$ cat src/logic/asq_pkg.sv
// constants and carrier types for the serial converter sequencer
package asq_pkg;

  localparam int unsigned SLOT_EDGES   = 16;  // clocks per conversion slot
  localparam int unsigned HOLD_EDGE    = 4;   // falling edge that ends tracking
  localparam int unsigned MSB_EDGE     = 5;   // falling edge carrying result msb
  localparam int unsigned LSB_EDGE     = 14;  // falling edge carrying result lsb
  localparam int unsigned CTRL_BITS    = 8;   // control word length
  localparam int unsigned CHAN_MSB     = 5;   // channel code field, top bit
  localparam int unsigned CHAN_LSB     = 3;   // channel code field, bottom bit
  localparam int unsigned RESULT_W     = 10;  // result width
  localparam int unsigned CHAN_W       = CHAN_MSB - CHAN_LSB + 1;
  localparam logic [2:0]  CHAN_RESET   = 3'h0;  // first conversion uses input zero
  localparam logic [2:0]  PINS_RESET   = 3'h4;  // chip select idles high

  typedef enum logic [2:0] {
    ST_IDLE    = 3'b000,  // chip select high, powered down
    ST_ARMED   = 3'b001,  // selected, waiting for first clock fall
    ST_TRACK   = 3'b010,
    ST_CONVERT = 3'b011,
    ST_SLEEP   = 3'b100   // between slots of a continuous frame
  } asq_state_t;

  typedef struct packed {
    logic cs_n;
    logic sclk;
    logic din;
  } asq_pins_t;

  typedef struct packed {
    logic [CHAN_W-1:0] chan_sel;     // analog_input_n selected for tracking
    logic              tracking;
    logic              converting;
    logic              powered;
    logic              hold_strobe;  // one cycle at start of hold
  } asq_analog_t;

endpackage

$ cat src/logic/asq_sync.sv
// two-flop synchroniser with edge detection on the settled level
`timescale 1ns/1ps
module asq_sync
  import asq_pkg::*;
#(
  parameter int unsigned       WIDTH     = 3,
  parameter logic [WIDTH-1:0]  RESET_VAL = '0
) (
  input  wire logic             clock,
  input  wire logic             reset,
  input  wire logic [WIDTH-1:0] async_in,
  output logic      [WIDTH-1:0] level,
  output logic      [WIDTH-1:0] rise,
  output logic      [WIDTH-1:0] fall
);

  typedef struct packed {
    logic [WIDTH-1:0] meta;
    logic [WIDTH-1:0] stable;
    logic [WIDTH-1:0] prev;
  } asq_sync_state_t;

  asq_sync_state_t state_reg;
  asq_sync_state_t state_next;

  always_comb begin
    state_next.meta   = async_in;
    state_next.stable = state_reg.meta;
    state_next.prev   = state_reg.stable;
  end

  always_ff @(posedge clock) begin
    if (reset) begin
      state_reg <= '{RESET_VAL, RESET_VAL, RESET_VAL};
    end else begin
      state_reg <= state_next;
    end
  end

  // edges come from the second and third flops, never the first
  assign level = state_reg.stable;
  assign rise  = state_reg.stable & ~state_reg.prev;
  assign fall  = ~state_reg.stable & state_reg.prev;

endmodule

$ cat src/logic/asq_sequencer.sv
// serial frame sequencer of the eight-channel converter
//
// How it works
// RQ1 - host frames with chip select low, whole multiples of sixteen clocks
// RQ2 - output driven only while chip select is low, else released
// RQ3 - serial clock edges ignored while chip select is high
// RQ4 - track three clocks, then hold and convert thirteen clocks per slot
// RQ5 - falls 1-4 zeros, 5-14 result msb first, 15-16 zeros
// RQ6 - next slot tracks after sixteenth rise, holds on its fourth fall
// RQ7 - select falling with clock high: track from first clock fall
// RQ8 - select falling with clock low: track now, counts as first fall
// RQ9 - select and clock falling together: track at once
// RQ10 - control word taken on first eight rises of each slot
// RQ11 - captured channel code applies to the following conversion
// RQ12 - control bits five to three form channel code, bit five msb
// RQ13 - other control bits have no effect
// RQ14 - first conversion after power-up samples input zero
// RQ15 - result is straight unsigned binary, ten bits
// RQ16 - host sends a fresh control word every slot
// RQ17 - powered while selected, asleep between slots of continuous frame
// RQ18 - conversions continue back to back while select stays low
// RQ19 - control word shifted msb first
`timescale 1ns/1ps
module asq_sequencer
  import asq_pkg::*;
(
  input  wire logic                clock,
  input  wire logic                reset,
  input  wire asq_pins_t           pins,
  input  wire logic [RESULT_W-1:0] conv_result,
  output logic                     dout,
  output logic                     dout_oe_n,
  output asq_analog_t              analog
);

  typedef struct packed {
    asq_state_t          st;
    logic [4:0]          fall_cnt;
    logic [3:0]          rise_cnt;
    logic [CTRL_BITS-1:0] ctrl_sh;
    logic [CHAN_W-1:0]   chan;
    logic [RESULT_W-1:0] result;
    logic                dout;
    logic                oe_n;
    logic                hold_pulse;
  } asq_core_t;

  localparam asq_core_t CORE_RESET = '{
    st:         ST_IDLE,
    fall_cnt:   5'h00,
    rise_cnt:   4'h0,
    ctrl_sh:    8'h00,
    chan:       CHAN_RESET,
    result:     10'h000,
    dout:       1'b0,
    oe_n:       1'b1,
    hold_pulse: 1'b0
  };

  asq_pins_t lvl;
  asq_pins_t rise;
  asq_pins_t fall;
  asq_core_t core_reg;
  asq_core_t core_next;
  logic      cs_off;
  logic      cs_fall;
  logic      sclk_fall;
  logic      sclk_rise;
  logic [4:0] edge_n;

  asq_sync #(
    .WIDTH     (3),
    .RESET_VAL (PINS_RESET)
  ) u_sync (
    .clock    (clock),
    .reset    (reset),
    .async_in (pins),
    .level    (lvl),
    .rise     (rise),
    .fall     (fall)
  );

  assign cs_off    = lvl.cs_n;
  assign cs_fall   = fall.cs_n;
  assign sclk_fall = fall.sclk;
  assign sclk_rise = rise.sclk;
  assign edge_n    = core_reg.fall_cnt + 5'h01;

  // bit presented on a given falling edge of the slot
  function automatic logic slot_bit(input logic [4:0] e, input logic [RESULT_W-1:0] res);
    int idx;
    idx = int'(RESULT_W) - 1 - (int'(e) - int'(MSB_EDGE));
    if (e >= 5'(MSB_EDGE) && e <= 5'(LSB_EDGE)) begin
      slot_bit = res[idx];  // see RQ5 see RQ15
    end else begin
      slot_bit = 1'b0;
    end
  endfunction

  always_comb begin
    core_next            = core_reg;
    core_next.hold_pulse = 1'b0;
    if (cs_off) begin
      // clock gated off and output released outside a frame
      core_next.st       = ST_IDLE;  // see RQ3
      core_next.fall_cnt = 5'h00;
      core_next.rise_cnt = 4'h0;
      core_next.oe_n     = 1'b1;  // see RQ2
      core_next.dout     = 1'b0;
    end else if (cs_fall) begin
      core_next.oe_n     = 1'b0;  // see RQ2
      core_next.rise_cnt = 4'h0;
      core_next.ctrl_sh  = 8'h00;
      core_next.dout     = 1'b0;
      // synchronised clock low covers both "already low" and "fell together"
      if (!lvl.sclk) begin
        core_next.st       = ST_TRACK;  // see RQ8 see RQ9
        core_next.fall_cnt = 5'h01;
      end else begin
        core_next.st       = ST_ARMED;  // see RQ7
        core_next.fall_cnt = 5'h00;
      end
    end else begin
      if (sclk_fall) begin
        if (core_reg.st == ST_ARMED || core_reg.st == ST_SLEEP) begin
          core_next.st       = ST_TRACK;  // see RQ6 see RQ7 see RQ18
          core_next.fall_cnt = 5'h01;
          core_next.dout     = 1'b0;
        end else begin
          core_next.fall_cnt = edge_n;
          core_next.dout     = slot_bit(edge_n, core_reg.result);  // see RQ5
          if (edge_n == 5'(HOLD_EDGE)) begin
            // sample taken here; the conversion value is latched at hold
            core_next.st         = ST_CONVERT;  // see RQ4 see RQ6
            core_next.hold_pulse = 1'b1;
            core_next.result     = conv_result;  // see RQ15
          end
          if (edge_n == 5'(SLOT_EDGES)) begin
            core_next.st = ST_SLEEP;  // see RQ17
          end
        end
      end
      if (sclk_rise) begin
        core_next.rise_cnt = core_reg.rise_cnt + 4'h1;  // wraps every slot, see RQ6
        if (core_reg.rise_cnt < 4'(CTRL_BITS)) begin
          core_next.ctrl_sh = {core_reg.ctrl_sh[CTRL_BITS-2:0], lvl.din};  // see RQ10 see RQ19
        end
        if (core_reg.rise_cnt == 4'(CTRL_BITS - 1)) begin
          // this conversion already holds, so the new code steers the next one
          core_next.chan = core_reg.ctrl_sh[CHAN_MSB-1:CHAN_LSB-1];  // see RQ11 RQ12 RQ13
        end
      end
    end
  end

  always_ff @(posedge clock) begin
    if (reset) begin
      core_reg <= CORE_RESET;  // see RQ14
    end else begin
      core_reg <= core_next;
    end
  end

  assign dout               = core_reg.dout;
  assign dout_oe_n          = core_reg.oe_n;
  assign analog.chan_sel    = core_reg.chan;
  assign analog.tracking    = (core_reg.st == ST_TRACK);
  assign analog.converting  = (core_reg.st == ST_CONVERT);
  assign analog.powered     = (core_reg.st != ST_IDLE) && (core_reg.st != ST_SLEEP);
  assign analog.hold_strobe = core_reg.hold_pulse;
endmodule

$ cat config.mk
export PLATFORM = sky130hd
export DESIGN_NAME = asq_sequencer
export DESIGN_NICKNAME = d
export VERILOG_FILES = /design/src/logic/asq_pkg.sv /design/src/logic/asq_sync.sv /design/src/logic/asq_sequencer.sv
export SDC_FILE = /design/constraint.sdc
export NUM_CORES = 1
export LEC_CHECK = 0
export BUFFER_PORTS_ARGS = -buffer_cell sky130_fd_sc_hd__buf_2
export CAP_MARGIN = 30
export CORE_MARGIN = 2
export CORE_UTILIZATION = 45
export CTS_CLUSTER_DIAMETER = 60
export DETAILED_ROUTE_END_ITERATION = 8
export HOLD_SLACK_MARGIN = 0.12
export PLACE_DENSITY = 0.73
export SYNTH_ARGS = -nofsm -noshare
export SYNTH_HDL_FRONTEND = slang
export SYNTH_SLANG_ARGS = --single-unit
$ cat constraint.sdc
create_clock -name clock -period 2.7 [get_ports clock]
set_clock_uncertainty 0.05 [all_clocks]
set_input_delay 0.27 -clock clock [delete_from_list [all_inputs] [get_ports clock]]
set_output_delay 0.27 -clock clock [all_outputs]
set_load 0.02 [all_outputs]
* After elaboration in Yosys (flattened, before gate mapping)
Index checks and enable logic that the tools add are counted.
Word-level totals: flip-flop bits (word level) 44, bits in latches 0, bits in writable memories 0, bits in read-only memories 0, logic and storage cells 66, memories 0
Operators by class: $add $sub $neg 4, multipliers 0, div/mod/pow operators 0, order comparisons 4, equal/unequal tests 8, shift operators 0, mux-type cells 15, bitwise operators 8, reduce and logical (&&, ||, !) cells 15
Operators with widths (count):
- two-way mux 8 bit | 3
- two-way mux 20 bit | 1
- two-way mux 15 bit | 1
- two-way mux 3 bit | 3
- < comparator 7 x 6 -> 1 bit, second input constant | 1
- two-way mux 7 bit | 1
- subtractor 5 x 6 -> 7 bit, first input constant | 1
- == test 3 x 2 -> 1 bit, second input constant | 2
- nonzero test 2 bit | 3
- subtractor 5 x 3 -> 6 bit, second input constant | 1
- adder 5 x 1 -> 5 bit, second input constant | 1
- == test 5 x 3 -> 1 bit, second input constant | 1
- == test 5 bit, second input constant | 1
- greater-or-equal comparator 5 x 3 -> 1 bit, second input constant | 1
- less-or-equal comparator 5 x 4 -> 1 bit, second input constant | 1
- two-way mux 1 bit | 5
- AND reduction 5 bit | 1
- OR reduction 5 bit | 1
- adder 4 x 1 -> 4 bit, second input constant | 1
- binary-select mux 1 bit (select 4 bit) | 1
- == test 4 x 3 -> 1 bit, second input constant | 1
- < comparator 4 bit, second input constant | 1
- inverter 1 bit | 4
- AND reduction 4 bit | 1
- other kinds (15) | 16

* Logic depth before layout (Yosys ltp)
word-level depth 8, gate-level depth with buffers 11

* By module
A second synthesis with hierarchy kept.
Unflattened totals: cells, all modules 226, area total of the unflattened synthesis 2000.7 sq um
By module, submodules not included:
- asq_sequencer | instances 1, cells an instance 199, area an instance 1704.1 sq um, seq. area each 660.6 sq um
- asq_sync | instances 1, cells an instance 27, area an instance 296.5 sq um, seq. area each 180.2 sq um

* Least setup slack after synthesis
OpenSTA, ideal clock, no wires.
path kind register to register, from register core_reg[28] (netlist name), to register core_reg, in the netlist dout, arrival time 2.416 ns, setup slack 0.113 ns, stages on the path, launching flop included 12, clock period less this slack 2.587 ns, cell sequence dfxtp_1 buf_2 inv_1 ha_1 clkbuf_1 xnor2_1 ha_1 xor2_1 and4_1 or3_1 o2111ai_1 nand2_1
On the way: cells in the longest elaborated chain, start to end 8, elaborated cells on any way between the ends 11, classes of those cells add/sub (3); order compare (2); mux (5); reduce/logical (1)
RTL lines:
- start, declared | line asq_sequencer.sv:63 | asq_core_t core_reg;
- start signal, assigned | line asq_sequencer.sv:160 | core_reg <= core_next;
- adder 5 x 1 -> 5 bit * | line asq_sequencer.sv:87 | assign edge_n = core_reg.fall_cnt + 5'h01;
- subtractor 5 x 3 -> 6 bit | line asq_sequencer.sv:92 | idx = int'(RESULT_W) - 1 - (int'(e) - int'(MSB_EDGE));
- subtractor 5 x 6 -> 7 bit | line asq_sequencer.sv:92
- binary-select mux 1 bit (select 4 bit) | line asq_sequencer.sv:94 | slot_bit = res[idx];
- two-way mux 1 bit (not written as such) (2 in series) | line asq_sequencer.sv:94
- two-way mux 1 bit * | line asq_sequencer.sv:93 | if (e >= 5'(MSB_EDGE) && e <= 5'(LSB_EDGE)) begin
- two-way mux 1 bit * | line asq_sequencer.sv:125 | if (core_reg.st == ST_ARMED || core_reg.st == ST_SLEEP) begin
Mark *: on every way between the ends. The rest lies on a longest branch, timed or not. The select of a mux whose other input is x is not followed. A chain may end at the register's enable or synchronous reset.

* Worst setup path after layout
Ends and elaborated chain as after synthesis.

==> flow_metrics.env <==
export IMPL_maximum_number_of_pins_on_one_net_before_global_route_repair=29
export IMPL_critPathLaunch="core_reg[28]"
export IMPL_critPathCaptureType="flip-flop"
export IMPL_h_tree_depth=2
export IMPL_antenna_left=0
export IMPL_placement_io_buffers=23
export IMPL_cts_inserted_buffers=5
export IMPL_replace_congestion=0.857
export IMPL_grt_setup_unrepaired="no"
export IMPL_worstSetupEndpoint="dout"
export IMPL_fmax_mhz=439
export IMPL_ioPinCount=24
export IMPL_grt_overflow_total=0
export IMPL_reg2reg_depth=9
export IMPL_postSynth_asyncResetShare_pct=0
export IMPL_ys_ff_latch=41
export IMPL_cts_sinks=41
export IMPL_area_growth_syn_to_layout_pct=10.7
export IMPL_fill_cells=394
export IMPL_die_height_um=69.6
export IMPL_outcome="completed"
export IMPL_finalNetCount=255
export IMPL_critical_path_class="flip-flop to flip-flop"
export IMPL_power_leakage_nw=0.926
export IMPL_r2r_slack_ns=0.42
export IMPL_clk_latency_ns=0.29
export IMPL_synthesis_yosys_warnings=0
export IMPL_slew_headroom_pct=60.7
export IMPL_post_cts_setup_buffers=0
export IMPL_worst_voltage_drop_across_the_vdd_grid_uv=478
export IMPL_wire_length_of_the_first_global_routing_pass_mm=6.02
export IMPL_via_count=1514
export IMPL_dominantRegCellSynth="sky130_fd_sc_hd__dfxtp_1"
export IMPL_timing_final_max_slew_violations=0
export IMPL_timing_max_cap_violations=0
export IMPL_fp_row_count=23
export IMPL_post_synth_instance_area_um2=1940
export IMPL_ys_types=43
export IMPL_drt_first_pass_iters=4
export IMPL_first_global_vias=1353
export IMPL_hold_buffers=1
export IMPL_setup_worst_path_start_class="flip-flop"
export IMPL_powerDensity_nw_per_um2=488
export IMPL_syn_inst=218
export IMPL_globalRouteTotalUtil_pct=15.2
export IMPL_worst_slew_pin_slew_ns=0.589
export IMPL_synth_enable_flop_cells=0
export IMPL_syn_nets=238
export IMPL_die_w_um=69.6
export IMPL_regToRegEndpoint="dout"
export IMPL_r2r_start="core_reg[28]"
export IMPL_placed_instances=277
export IMPL_ys_seq_area_share_pct=42.3
export IMPL_post_dp_hpwl_mm=2.40
export IMPL_clk_path_buf_depth=2
export IMPL_fin_setup_tns_ns=0
export IMPL_crit_required_ns=2.83
export IMPL_finalCritPeriodShare_pct=84.4
export IMPL_dieArea_um2=4850
export IMPL_start_util_pct=47.4
export IMPL_drive_gt1_share_pct=19.1
export IMPL_cts_resized=0
export IMPL_synth_area_per_cell_um2=8.89
export IMPL_timing_critical_path_fanout_max=10
export IMPL_finalNonFillerCells=286
export IMPL_grt_antenna_before_repair=0
export IMPL_diodes=0
export IMPL_finalCriticalPeriod_ns=2.28
export IMPL_detail_route_iter0_violations=93
export IMPL_tritoncts_clock_tree="yes"
export IMPL_critical_path_arrival_ns=2.41
export IMPL_timing_final_setup_violations=0
export IMPL_drt_drc_violations_left=0
export IMPL_core_um2=4090
export IMPL_largest_register_ff_count=27
export IMPL_viasPerCell=5.29
export IMPL_worst_hold_path_type="input port to flip-flop"
export IMPL_total_wirelength_mm=3.49
export IMPL_root_buffer="sky130_fd_sc_hd__clkbuf_8"
export IMPL_cts_reportedPaths_clkPinSlew_ns=0.08
export IMPL_timing_hold_violations_final=0
export IMPL_drt_wirelength_per_cell_um=12.2
==> cells by family (layout without fill, tap and decap cells) <==
logic type / count (synthesis) / count (layout) / share of synthesized area [%]
AO/OA/AOI/OAI: 35 / 35 / 12.3
XOR/XNOR: 7 / 7 / 3.16
adder cells (fa/ha/maj): 5 / 5 / 3.23
buffers and inverters: 24 / 42 / 5.94
flip-flops: 41 / 41 / 42.4
multiplexers: 16 / 16 / 9.55
AND/OR/NAND/NOR: 90 / 90 / 23.5
==> synthesized netlist by cell type (all sizes together) (4+ instances only) <==
cell type	n	area [µm²]
or3	4	30.0
nor2	33	124
clkbuf	10	37.5
nand2	15	58.8
a21oi	10	53.8
a22oi	6	45.0
mux2i	14	140
or2	5	31.3
nand3	6	30.0
ha	5	62.6
inv	7	26.3
nor2b	9	56.3
buf	7	51.3
dfxtp	41	821
xor2	4	35.0
o21ai	5	25.0
nor3b	4	30.0
==> worst max-delay path, cell delays in order, from the launching register on <==
cell and delay (ns):
sky130_fd_sc_hd__dfxtp_1 0.50, sky130_fd_sc_hd__inv_1 0.08, sky130_fd_sc_hd__ha_1 0.33, sky130_fd_sc_hd__xnor2_1 0.14, sky130_fd_sc_hd__ha_1 0.20, sky130_fd_sc_hd__xor2_1 0.15
sky130_fd_sc_hd__and4_1 0.22, sky130_fd_sc_hd__or3_1 0.34, sky130_fd_sc_hd__o2111ai_1 0.10, sky130_fd_sc_hd__nand2_1 0.07
==> placed cells by master (no fill, tap or decap), types with 2 or more instances in the layout <==
| master | Yosys | routed |
|---|---|---|
| sky130_fd_sc_hd__o21ai_0 | 5 | 5 |
| sky130_fd_sc_hd__nor3_1 | 2 | 2 |
| sky130_fd_sc_hd__nand3_1 | 6 | 6 |
| sky130_fd_sc_hd__nor2b_1 | 9 | 9 |
| sky130_fd_sc_hd__or3_1 | 3 | 3 |
| sky130_fd_sc_hd__mux2i_1 | 14 | 14 |
| sky130_fd_sc_hd__buf_2 | 2 | 23 |
| sky130_fd_sc_hd__nand4_1 | 2 | 2 |
| sky130_fd_sc_hd__nand2b_1 | 3 | 3 |
| sky130_fd_sc_hd__a21o_1 | 2 | 2 |
| sky130_fd_sc_hd__or2_2 | 4 | 4 |
| sky130_fd_sc_hd__buf_4 | 4 | 3 |
| sky130_fd_sc_hd__xor2_1 | 4 | 4 |
| sky130_fd_sc_hd__clkbuf_8 | 0 | 5 |
| sky130_fd_sc_hd__a221oi_1 | 3 | 3 |
| sky130_fd_sc_hd__a22oi_1 | 6 | 6 |
| sky130_fd_sc_hd__nand2_1 | 14 | 14 |
| sky130_fd_sc_hd__nor2_1 | 33 | 33 |
| sky130_fd_sc_hd__dfxtp_1 | 41 | 41 |
| sky130_fd_sc_hd__a31oi_1 | 2 | 2 |
| sky130_fd_sc_hd__a32oi_1 | 2 | 2 |
| sky130_fd_sc_hd__ha_1 | 5 | 5 |
| sky130_fd_sc_hd__mux4_2 | 2 | 2 |
| sky130_fd_sc_hd__nor4_1 | 2 | 2 |
| sky130_fd_sc_hd__inv_1 | 7 | 7 |
| sky130_fd_sc_hd__nor3b_1 | 4 | 4 |
| sky130_fd_sc_hd__xnor2_1 | 3 | 3 |
| sky130_fd_sc_hd__clkinv_2 | 0 | 2 |
| sky130_fd_sc_hd__a21oi_1 | 9 | 9 |
==> power breakdown <==
part | total [mW] | internal, mW | switching, mW
clock | 0.388 | 0.178 | 0.210
combinational | 0.0442 | 0.0189 | 0.0253
sequential | 0.614 | 0.610 | 0.00372
total | 1.05 | 0.807 | 0.239
==> worst min path at each step <==
stage	startpoint	slack, ns	end	depth (start not counted)
floorplan	pins[2]	0.32	u_sync.state_next[5]	1
global placement	u_sync.state_next[5]	0.34	u_sync.level[2]	1
detailed placement	u_sync.state_next[5]	0.35	u_sync.level[2]	1
CTS	pins[1]	0.13	u_sync.state_next[4]	2
global route	pins[0]	0.13	u_sync.state_next[3]	2
finish	pins[1]	0.13	u_sync.state_next[4]	2
==> layout make-up <==
class	instances	area, µm²	area share, %
Clock buffer	5	68.8	3.21
Clock inverter	3	17.5	0.816
Multi-Input combinational cell	153	1000	46.7
Tap cell	50	62.6	2.92
Timing Repair Buffer	27	148	6.88
Sequential cell	41	821	38.3
Inverter	7	26.3	1.22
==> per-stage QoR <==
step	power (mW)	hold slack (ns)	area, µm²	util, %	setup WS [ns]
after floorplan	0.654	0.324	1940	-	0.113
after global placement	0.670	0.343	2050	50.2	0.475
after detailed placement	0.670	0.347	2050	50.2	0.423
after CTS	1.06	0.129	2150	52.5	0.427
after global routing	1.09	0.133	2150	52.5	0.254
final	1.05	0.135	2150	52.5	0.421
==> metal layers <==
layer | global-route usage [%] | wire length, µm | vias to the layer above
li1 | - | - | 787
met4 | 6.41 | 74 | 0
met1 | 20.1 | 1780 | 687
met2 | 23.4 | 1470 | 34
met3 | 4.22 | 173 | 6
met5 | 0 | 0 | -
Power figures use the tool's default switching activity.
